===== src/rtl/spbm_params.svh =====
// Constants for the protection bit map descriptor block
// ============================================================
// Overview of operation
// - Sector type codes 01H to 04H
// - Bottom-up: 8K x4, 32K, 64K run, 32K, 8K x4
// - 8K type 2, 32K type 3, 64K type 4
// - 64K block count is two to m minus two
// - m is 4 to 8 by density
// - 8K and 32K counts hold exponent n
// - Adder c signed; 00H means bit zero
// - Locations advance one per 64K or 32K block, start to end
// - Bottom 8K adders 0FFH and 04H
// - 64K 00H to 0FCH; 32K at 0FDH, 0FEH
// - Top 8K adders 07H and 0EH
// - 8K odd locations read lock, even write
// - Uniform 4K sectors are not described
// - Each contiguous run is its own section
// - Fields: type, count, first, last location
// - Word: type 7:0, count 15:8, first, last
`ifndef SPBM_PARAMS_SVH
`define SPBM_PARAMS_SVH

// ============================================================
// Sector type codes
`define SPBM_TYPE_4K 8'h01
`define SPBM_TYPE_8K 8'h02
`define SPBM_TYPE_32K 8'h03
`define SPBM_TYPE_64K 8'h04

// ============================================================
// Count fields and adders
`define SPBM_N_8K 8'h02
`define SPBM_N_32K 8'h00
`define SPBM_ADD_BOT8_FIRST 8'hFF
`define SPBM_ADD_BOT8_LAST 8'h04
`define SPBM_ADD_64_FIRST 8'h00
`define SPBM_ADD_64_LAST 8'hFC
`define SPBM_ADD_LO32 8'hFD
`define SPBM_ADD_HI32 8'hFE
`define SPBM_ADD_TOP8_FIRST 8'h07
`define SPBM_ADD_TOP8_LAST 8'h0E

// ============================================================
// Field positions inside a descriptor word
`define SPBM_FLD_TYPE 7:0
`define SPBM_FLD_COUNT 15:8
`define SPBM_FLD_FIRST 23:16
`define SPBM_FLD_LAST 31:24

// ============================================================
// Density constant and section count
`define SPBM_M_MIN 4'h4
`define SPBM_M_MAX 4'h8
`define SPBM_M_RESET 4'h7
`define SPBM_NUM_SECT 3'h5

`endif


===== src/rtl/spbm_pkg.sv =====
// Types shared by the protection bit map descriptor block
package spbm_pkg;

	typedef logic [2:0] spbm_sect_type;
	typedef logic [31:0] spbm_word_type;
	typedef logic [8:0] spbm_loc_type;
	typedef logic [23:0] spbm_addr_type;

	typedef enum logic [2:0] {
		SPBM_SEC_BOT8,
		SPBM_SEC_LO32,
		SPBM_SEC_RUN64,
		SPBM_SEC_HI32,
		SPBM_SEC_TOP8
	} spbm_sec_type;

endpackage


===== src/rtl/spbm_sect_if.sv =====
// Carrier between the descriptor table and the read logic
`timescale 1ns/1ps
`default_nettype none
interface spbm_sect_if;
	import spbm_pkg::*;
	logic [2:0] sel;
	logic [3:0] density_m;
	spbm_word_type word;
	logic hit;
	modport table_side (input sel, input density_m, output word, output hit);
	modport user_side (output sel, output density_m, input word, input hit);
endinterface
`default_nettype wire


===== src/rtl/spbm_table.sv =====
// Descriptor table: one four-field word per section
`timescale 1ns/1ps
`default_nettype none
`include "spbm_params.svh"
module spbm_table
	import spbm_pkg::*;
(
	// Section select and descriptor word
	spbm_sect_if.table_side bus
);

	// ============================================================
	// Word assembly
	function automatic spbm_word_type pack_desc(input logic [7:0] typ, input logic [7:0] cnt,
			input logic [7:0] first, input logic [7:0] last);
		spbm_word_type w;
		w = '0;
		w[`SPBM_FLD_TYPE] = typ;
		w[`SPBM_FLD_COUNT] = cnt;
		w[`SPBM_FLD_FIRST] = first;
		w[`SPBM_FLD_LAST] = last;
		return w;
	endfunction

	// ============================================================
	// Sections from the bottom of memory upward; 4K sectors have no entry
	always_comb begin
		bus.hit = 1'b1;
		unique case (bus.sel)
			3'h0: bus.word = pack_desc(`SPBM_TYPE_8K, `SPBM_N_8K,
				`SPBM_ADD_BOT8_FIRST, `SPBM_ADD_BOT8_LAST);
			3'h1: bus.word = pack_desc(`SPBM_TYPE_32K, `SPBM_N_32K,
				`SPBM_ADD_LO32, `SPBM_ADD_LO32);
			3'h2: bus.word = pack_desc(`SPBM_TYPE_64K, {4'h0, bus.density_m},
				`SPBM_ADD_64_FIRST, `SPBM_ADD_64_LAST);
			3'h3: bus.word = pack_desc(`SPBM_TYPE_32K, `SPBM_N_32K,
				`SPBM_ADD_HI32, `SPBM_ADD_HI32);
			3'h4: bus.word = pack_desc(`SPBM_TYPE_8K, `SPBM_N_8K,
				`SPBM_ADD_TOP8_FIRST, `SPBM_ADD_TOP8_LAST);
			default: begin
				bus.word = '0;
				bus.hit = 1'b0;
			end
		endcase
	end

endmodule
`default_nettype wire


===== src/rtl/spbm_top.sv =====
// Protection bit map descriptor read port with decoded locations
`timescale 1ns/1ps
`default_nettype none
`include "spbm_params.svh"
module spbm_top
	import spbm_pkg::*;
(
	// Clock, reset, enable
	input wire logic i_ref_clk,
	input wire logic i_rst,
	input wire logic i_ce,
	// Density strap, caught while reset is high
	input wire logic [3:0] i_density_m,
	// Read request
	input wire logic i_rd_req,
	input wire logic [2:0] i_rd_sect,
	// Read answer
	output logic o_rd_valid,
	output logic o_rd_err,
	output logic [31:0] o_rd_word,
	output logic [8:0] o_rd_first_loc,
	output logic [8:0] o_rd_last_loc,
	output logic [8:0] o_rd_blk_count,
	output logic [23:0] o_rd_base_addr,
	output logic o_rd_split_lock,
	// Status
	output logic [3:0] o_density_m,
	output logic o_density_err
);

	// ============================================================
	// Decoding shared by first and last location
	function automatic spbm_loc_type loc_of(input logic [7:0] c, input logic [3:0] m);
		logic [9:0] base;
		logic [9:0] sum;
		base = 10'h001 + (10'h001 << m);
		sum = base + {{2{c[7]}}, c};
		if (c == 8'h00) begin
			return 9'h000;
		end
		return sum[8:0];
	endfunction

	// Bytes of 64K blocks below the upper sections
	function automatic spbm_addr_type run64_bytes(input logic [3:0] m);
		logic [24:0] blocks;
		blocks = (25'h0000001 << m) - 25'h0000002;
		// At most 254 blocks, so eight bits of count above a 64K stride
		return {blocks[7:0], 16'h0000};
	endfunction

	// ============================================================
	// Density capture; out of range values fall back to the default
	logic [3:0] density_r;
	logic [3:0] density_nxt;
	logic density_err_r;
	logic density_err_nxt;

	always_comb begin
		density_nxt = density_r;
		density_err_nxt = density_err_r;
		if (i_rst) begin
			if (i_density_m < `SPBM_M_MIN || i_density_m > `SPBM_M_MAX) begin
				density_nxt = `SPBM_M_RESET;
				density_err_nxt = 1'b1;
			end else begin
				density_nxt = i_density_m;
				density_err_nxt = 1'b0;
			end
		end
	end

	always_ff @(posedge i_ref_clk) begin
		if (i_rst || i_ce) begin
			density_r <= density_nxt;
			density_err_r <= density_err_nxt;
		end
	end

	// ============================================================
	// Descriptor table
	spbm_sect_if sect_bus ();
	assign sect_bus.sel = i_rd_sect;
	assign sect_bus.density_m = density_r;

	spbm_table u_table (
		.bus(sect_bus.table_side)
	);

	// ============================================================
	// Answer registers
	logic valid_r;
	logic valid_nxt;
	logic err_r;
	logic err_nxt;
	spbm_word_type word_r;
	spbm_word_type word_nxt;
	spbm_loc_type first_r;
	spbm_loc_type first_nxt;
	spbm_loc_type last_r;
	spbm_loc_type last_nxt;
	spbm_loc_type count_r;
	spbm_loc_type count_nxt;
	spbm_addr_type base_r;
	spbm_addr_type base_nxt;
	logic split_r;
	logic split_nxt;
	spbm_loc_type first_w;
	spbm_loc_type last_w;

	assign first_w = (sect_bus.word[`SPBM_FLD_TYPE] == `SPBM_TYPE_64K)
		? 9'h000 : loc_of(sect_bus.word[`SPBM_FLD_FIRST], density_r);
	assign last_w = loc_of(sect_bus.word[`SPBM_FLD_LAST], density_r);

	always_comb begin
		valid_nxt = 1'b0;
		err_nxt = err_r;
		word_nxt = word_r;
		first_nxt = first_r;
		last_nxt = last_r;
		count_nxt = count_r;
		base_nxt = base_r;
		split_nxt = split_r;
		if (i_rd_req) begin
			valid_nxt = 1'b1;
			err_nxt = ~sect_bus.hit;
			word_nxt = sect_bus.word;
			first_nxt = first_w;
			last_nxt = last_w;
			// Range length from the location span, one per 64K or 32K block
			count_nxt = last_w - first_w + 9'h001;
			// Only 8K sections pair read and write lock bits
			split_nxt = (sect_bus.word[`SPBM_FLD_TYPE] == `SPBM_TYPE_8K);
			unique case (i_rd_sect)
				3'h0: base_nxt = 24'h000000;
				3'h1: base_nxt = 24'h008000;
				3'h2: base_nxt = 24'h010000;
				3'h3: base_nxt = 24'h010000 + run64_bytes(density_r);
				3'h4: base_nxt = 24'h018000 + run64_bytes(density_r);
				default: begin
					base_nxt = 24'h000000;
					first_nxt = 9'h000;
					last_nxt = 9'h000;
					count_nxt = 9'h000;
					split_nxt = 1'b0;
				end
			endcase
		end
	end

	always_ff @(posedge i_ref_clk) begin
		if (i_rst) begin
			valid_r <= 1'b0;
			err_r <= 1'b0;
			word_r <= 32'h00000000;
			first_r <= 9'h000;
			last_r <= 9'h000;
			count_r <= 9'h000;
			base_r <= 24'h000000;
			split_r <= 1'b0;
		end else if (i_ce) begin
			valid_r <= valid_nxt;
			err_r <= err_nxt;
			word_r <= word_nxt;
			first_r <= first_nxt;
			last_r <= last_nxt;
			count_r <= count_nxt;
			base_r <= base_nxt;
			split_r <= split_nxt;
		end
	end

	// ============================================================
	// Outputs
	assign o_rd_valid = valid_r;
	assign o_rd_err = err_r;
	assign o_rd_word = word_r;
	assign o_rd_first_loc = first_r;
	assign o_rd_last_loc = last_r;
	assign o_rd_blk_count = count_r;
	assign o_rd_base_addr = base_r;
	assign o_rd_split_lock = split_r;
	assign o_density_m = density_r;
	assign o_density_err = density_err_r;

endmodule
`default_nettype wire


===== config.mk =====
export PLATFORM = sky130hd
export DESIGN_NAME = spbm_top
export DESIGN_NICKNAME = d
export VERILOG_FILES = /design/src/rtl/spbm_pkg.sv /design/src/rtl/spbm_sect_if.sv /design/src/rtl/spbm_table.sv /design/src/rtl/spbm_top.sv
export VERILOG_INCLUDE_DIRS = /design/src /design/src/rtl
export SDC_FILE = /design/constraint.sdc
export NUM_CORES = 1
export LEC_CHECK = 0
export ABC_AREA = 1
export BUFFER_PORTS_ARGS = -buffer_cell sky130_fd_sc_hd__buf_2
export CAP_MARGIN = 10
export CORE_MARGIN = 3
export CORE_UTILIZATION = 54
export CTS_CLUSTER_DIAMETER = 40
export CTS_CLUSTER_SIZE = 8
export DETAILED_ROUTE_END_ITERATION = 6
export MAX_ROUTING_LAYER = met4
export PLACE_DENSITY = 0.9
export SYNTH_ARGS = -nofsm -noshare
export SYNTH_HDL_FRONTEND = slang
export SYNTH_SLANG_ARGS = --single-unit
export TNS_END_PERCENT = 10

===== constraint.sdc =====
create_clock -name i_ref_clk -period 5.2 [get_ports i_ref_clk]
set_input_delay 0.26 -clock i_ref_clk [delete_from_list [all_inputs] [get_ports i_ref_clk]]
set_output_delay 0.26 -clock i_ref_clk [all_outputs]
set_load 0.01 [all_outputs]

=== Word-level counts from Yosys, hierarchy flattened ===
Index checks and enable logic that the tools add are counted.

* Bitwise operators: 1
* Add/sub/neg operators: 8
* Reduce and logical (&&, ||, !) cells: 8
* Equal/unequal tests: 6
* Shifts and indexed selects: 2
* Magnitude comparators: 2
* Multiplexer cells: 16

{| class="wikitable"
|+ Operator list
! kind !! count
|-
| 32-bit case mux with 5 select lines || 1
|-
| 24-bit case mux with 4 select lines || 1
|-
| 9-bit two-way mux || 8
|-
| 17-bit by 24-bit adder with 24-bit output, first input constant || 2
|-
| 9-bit adder || 2
|-
| 8-bit logical NOT || 2
|-
| 1-bit by 9-bit adder with 9-bit output, first input constant || 1
|-
| 9-bit by 1-bit adder with 9-bit output, second input constant || 1
|-
| 1-bit by 4-bit left shift with 9-bit output, first input constant || 1
|-
| 9-bit subtractor || 1
|-
| 8-bit by 2-bit equality test with 1-bit output, second input constant || 1
|-
| 8-bit by 3-bit equality test with 1-bit output, second input constant || 1
|-
| 1-bit by 4-bit left shift with 8-bit output, first input constant || 1
|-
| 8-bit by 2-bit subtractor with 8-bit output, second input constant || 1
|-
| 3-bit by 2-bit equality test with 1-bit output, second input constant || 2
|-
| 1-bit two-way mux || 6
|-
| 5-bit OR reduction || 1
|-
| 4-bit > comparator, second input constant || 1
|-
| 4-bit by 3-bit less-than comparator with 1-bit output, second input constant || 1
|-
| 2-bit AND reduction || 2
|-
| 3-bit by 1-bit equality test with 1-bit output, second input constant || 1
|-
| 3-bit equality test, second input constant || 1
|-
| 3-bit logical NOT || 1
|-
| 1-bit logical OR || 2
|-
| 1-bit NOT || 1
|}

* Logic and storage cells: 53
* Flip-flop bits (word level): 91
* Input bits: 11

=== Logic depth before layout (Yosys ltp) ===
* Depth in word-level cells: 9
* Depth in mapped cells: 27
* Mapped depth without buffers: 27

=== Cells and area by module ===
A second synthesis with hierarchy kept.

* Cells, all modules: 677
* Area, all modules: 4,718.3 µm²

{| class="wikitable"
|+ By module, submodules not included
! module !! area an instance (µm²) !! cells an instance !! times used
|-
| spbm_top || 4,441.8 || 627 || 1
|-
| spbm_table || 276.5 || 50 || 1
|}

=== Worst setup path after synthesis ===
OpenSTA, ideal clock, no wires.

* Path kind: reg2reg
* From: reg density_r[3], in the netlist o_density_m[3]
* To: reg count_r[7], in the netlist o_rd_blk_count[7]
* Slack: 1.287 ns
* Arrival time: 3.842 ns
* Stages on the path, launching flop included: 20
* Path buffers: 0
* Library setup time: 0.071 ns
* Cell sequence: edfxtp_1 > nor2_1 > inv_1 > nor2_1 > ha_1 > fa_1 > or2_2 > ha_1 > inv_1 > ha_1 > fa_1 > a21oi_1 > nor2_1 > o21ai_0 > nand2_1 > nand2_1 > nand2_1 > a21boi_0 > o21ai_0 > a21oi_1

* Cells in the longest elaborated chain, start to end: 8
* Elaborated cells on any way between the ends: 10
* Those cells by class: 5 x add/sub; 1 x shift; 4 x mux

{| class="wikitable"
|+ RTL lines
! element !! RTL line !! source
|-
| start: declaration || spbm_top.sv:54 || <nowiki>logic [3:0] density_r;</nowiki>
|-
| start signal: assignment || spbm_top.sv:75 || <nowiki>density_r <= density_nxt;</nowiki>
|-
| 1-bit by 4-bit left shift with 9-bit output * || spbm_top.sv:36 || <nowiki>base = 10'h001 + (10'h001 << m);</nowiki>
|-
| 1-bit by 9-bit adder with 9-bit output * || spbm_top.sv:36 ||
|-
| 9-bit adder || spbm_top.sv:37 || <nowiki>sum = base + {{2{c[7]}}, c};</nowiki>
|-
| 9-bit two-way mux || spbm_top.sv:41 || <nowiki>return sum[8:0];</nowiki>
|-
| 9-bit two-way mux || spbm_top.sv:111 || <nowiki>assign first_w = (sect_bus.word[`SPBM_FLD_TYPE] == `SPBM_TYPE_64K)</nowiki>
|-
| 9-bit subtractor * || spbm_top.sv:131 || <nowiki>count_nxt = last_w - first_w + 9'h001;</nowiki>
|-
| 9-bit by 1-bit adder with 9-bit output * || spbm_top.sv:131 ||
|-
| 9-bit two-way mux * || spbm_top.sv:134 || <nowiki>unique case (i_rd_sect)</nowiki>
|-
| end signal: assignment || spbm_top.sv:167 || <nowiki>count_r <= count_nxt;</nowiki>
|-
| end: declaration || spbm_top.sv:102 || <nowiki>spbm_loc_type count_r;</nowiki>
|}

Every way passes the cells marked *; elsewhere a longest branch is shown, timed or not.
A chain may end at the register's enable or synchronous reset.

=== Worst setup path in the final report ===
Same ends and word-level chain as after synthesis.

==> impl_metrics.py <==
metrics = {
    "critical_path": {
        "r2r-start": "o_density_m[3]$_SDFFCE_PP0P_",
        "cp_data_arrival_time_ns": 4.65,
        "slowest_stage": "edfxtp_1",
        "crit_path_cell_trace": "nor2_1 > inv_1 > nor2_1 > inv_1 > ha_1 > inv_1 > fa_1 > or2_2 > ha_1 > inv_1 > ha_1 > fa_1 > a21oi_1 > nor2_1 > o21ai_0 > nand2_1 > nand2_1 > nand2_1 > a21boi_0 > o21ai_0 > a21oi_1",
        "cp.required_ns": 5.47,
        "worst-path-buf-inv": 4,
        "startpoint_type": "flop",
        "worst_path_dominant_cell_family": "adder cells",
        "startpoint": "o_density_m[3]$_SDFFCE_PP0P_",
        "max_stage_delay_ns": 0.49,
        "critPathCaptureType": "flop",
        "worstSetupPathType": "reg -> reg",
        "crit_fanout": 5,
        "path_common_cell": "inv_1",
    },
    "power_and_ir_drop": {
        "switchingPower_w": 0.000465,
        "p_seq_share_pct": 38.3,
        "power.total_w": 0.00132,
        "leakagePower_nw": 2.34,
        "vdd_drop_max_mv": 0.188,
        "combPwrFrac_pct": 28.4,
        "pwr_density_cell_nw_per_um2": 295,
        "internal_power_w": 0.000857,
        "clockPowerShare_pct": 33.3,
        "sw_frac_of_total_pct": 35.2,
    },
    "synth": {
        "synth_top_area_share_pct": 27.1,
        "synthFlopType": "dfxtp_1",
        "synth-edff-count": 5,
        "syn_inst": 556,
        "ys_types": 37,
        "synth.area.top_cells": "dfxtp_1, nand2_1, ha_1, a21oi_1, buf_4",
        "yosys_warnings": 0,
        "syn_avg_cell_area_um2": 7.17,
        "ys_top_cells_by_count": "nand2_1, a21oi_1, inv_1",
        "ys_seq_elements": 59,
        "netlist.top_cell.by_area": "dfxtp_1",
        "synthesis.area_um2": 3980,
        "seq_area_frac_synth_pct": 30.9,
        "synth_most_common_cell": "nand2_1",
        "async_reset_ff_share_pct": 0,
    },
    "clocking": {
        "cts_buffers": 9,
        "clock-root-buffer": "clkbuf_8",
        "cts_resized": 0,
        "tritoncts": "done",
        "path_clk_slew_ns": 0.08,
        "clk_latency_ns": 0.35,
        "cts_max_path_buffers": 2,
        "cts_sinks": 59,
        "htreeDepth": 3,
        "cts_setup_buffers": 0,
        "cts_hold_buf": 0,
    },
    "min_path": {
        "min_path_type": "in -> reg",
        "min_from": "i_density_m[0]",
    },
    "finish": {
        "nFillCells": 642,
        "area_delta_synth_final_pct": 12.5,
        "antennaDiodeCount": 0,
        "nets": 670,
        "final_cell_area_um2": 4480,
        "drive_gt1_share_pct": 21.4,
        "layoutNonFillerInstCount": 722,
    },
    "global_routing": {
        "grt.total_usage_pct": 24.8,
        "grt_overflow": 0,
        "grt_pass1_vias": 3593,
        "antenna_found_initial": 0,
        "grt_pass1_wl_um": 16500,
        "grt_start_max_net_pins": 46,
    },
    "sta": {
        "rsz0062_at_grt": "no",
        "worst_pin_slew_ns": 0.843,
        "setup_viol": 0,
        "post-route-period-util_pct": 84.3,
        "worst_slack_ns": 0.817,
        "final_max_slew_viol_count": 0,
        "fin_crit_ns": 4.38,
        "timing.fmax_mhz": 228,
        "max_slew_margin_pct": 43.6,
        "final.setup_skew_ns": 0.0175,
        "setup_tns_ns": 0,
        "finalHoldViolCount": 0,
    },
    "floorplan": {
        "io_pins": 102,
        "initial_core_util_pct": 57.1,
        "rows": 30,
        "core_area_um2": 6980,
        "die_w_um": 91.9,
        "die_area_um2": 8440,
        "die_h_um": 91.9,
    },
    "drt": {
        "drt_iter0_drc": 220,
        "drc": 0,
        "wl_per_cell_um": 13.7,
        "drtPass1Iterations": 4,
        "viasPerCell": 5.17,
        "ant_nets": 0,
        "via_count": 3732,
        "drt_wl_total_um": 9920,
    },
    "run": {
        "maxCapViolations": 0,
    },
    "place": {
        "dpl.hpwl_um": 7710,
        "place_ws_ns": 0.965,
        "placed_area_um2": 4280,
        "place_congestion": 0.932,
        "placedCellCount": 706,
        "port_buffers": 77,
    },
    "status": {
        "status": "complete, no violations",
    },
}
==> kinds of logic after synthesis <==
group	after synthesis	synth area share, %
fa+ha+maj	38	12.5
simple gates	213	24.5
xor+xnor	9	1.98
compound gates	121	15.8
flops	59	30.9
other cells	1	0.0941
buf+inv	115	14.2
==> worst register-to-register path, delay by kind of cell (launching register included) <==
kind                     cells  cell delay (ns)
buffers and inverters        4             0.37
AND/OR/NAND/NOR              7             1.15
flip-flops                   1             0.49
adder cells (fa/ha/maj)      5             1.54
AO/OA/AOI/OAI                5             0.77
==> through the flow <==
| stage | util, % | hold slack, ns |
|---|---|---|
| after global routing | 64.2 | 0.192 |
| after floorplan | - | 0.419 |
| after global placement | 61.3 | 0.445 |
| after CTS | 64.2 | 0.193 |
| final | 64.2 | 0.200 |
| after detailed placement | 61.3 | 0.454 |
==> metal layers <==
layer  wire [µm]  up-vias  global-route usage [%]
li1            -     1875                       -
met1        4250     1697                    29.8
met2        4850      140                    42.3
met3         658       20                    4.59
met4         158        0                    7.43
met5           0        -                       -
==> power groups by stage <==
stage / sequential (W) / clock [W] / combinational (W)
final: 0.000506 / 0.000440 / 0.000376
after global routing: 0.000509 / 0.000462 / 0.000429
after detailed placement: 0.000516 / 0 / 0.000370
after floorplan: 0.000527 / 0 / 0.000277
after global placement: 0.000514 / 0 / 0.000357
after CTS: 0.000506 / 0.000445 / 0.000372
==> registers in the layout, indices dropped and copies added (netlist names) <==
| register | cells |
|---|---|
| o_rd_err | 1 |
| o_rd_valid | 1 |
| o_density_err | 1 |
| o_rd_word | 15 |
| o_rd_blk_count | 9 |
| o_rd_first_loc | 9 |
| o_rd_split_lock | 1 |
| o_rd_last_loc | 9 |
| o_density_m | 4 |
| o_rd_base_addr | 9 |
==> area by class of cell <==
| cell class | count | area [µm²] | area share [%] |
|---|---|---|---|
| flip-flops and latches | 59 | 1230 | 27.5 |
| clock buffers | 10 | 138 | 3.07 |
| clock inverters | 6 | 62.6 | 1.40 |
| inverters | 67 | 256 | 5.72 |
| well taps | 96 | 120 | 2.68 |
| multi-input cells | 405 | 2270 | 50.7 |
| repair buffers | 79 | 400 | 8.93 |
==> cell usage in the layout (no fill, tap or decap), types with 4 or more instances in the layout <==
cell type,synthesis,layout
a21oi_1,78,78
buf_2,0,77
clkbuf_8,0,10
conb_1,1,24
dfxtp_1,54,54
edfxtp_1,5,5
ha_1,35,35
inv_1,59,59
inv_2,7,7
nand2_1,120,120
nand2_2,10,10
nand3_1,17,17
nor2_1,39,39
nor2_4,4,4
o21ai_0,33,33
or2_2,8,8
xnor2_1,4,4
xor2_1,5,5
==> path summary, 6_finish.rpt <==
| kind | endpoint | slack (ns) | depth (start not counted) |
|---|---|---|---|
| max | o_rd_blk_count[7]$_SDFFE_PP0P_ | 0.82 | 21 |
| min | o_density_m[0]$_SDFFCE_PP1P_ | 0.20 | 2 |
| max reg2reg | o_rd_blk_count[7]$_SDFFE_PP0P_ | 0.82 | 21 |
| min reg2reg | o_rd_blk_count[5]$_SDFFE_PP0P_ | 0.46 | 2 |
(Power assumes the default switching activity.)
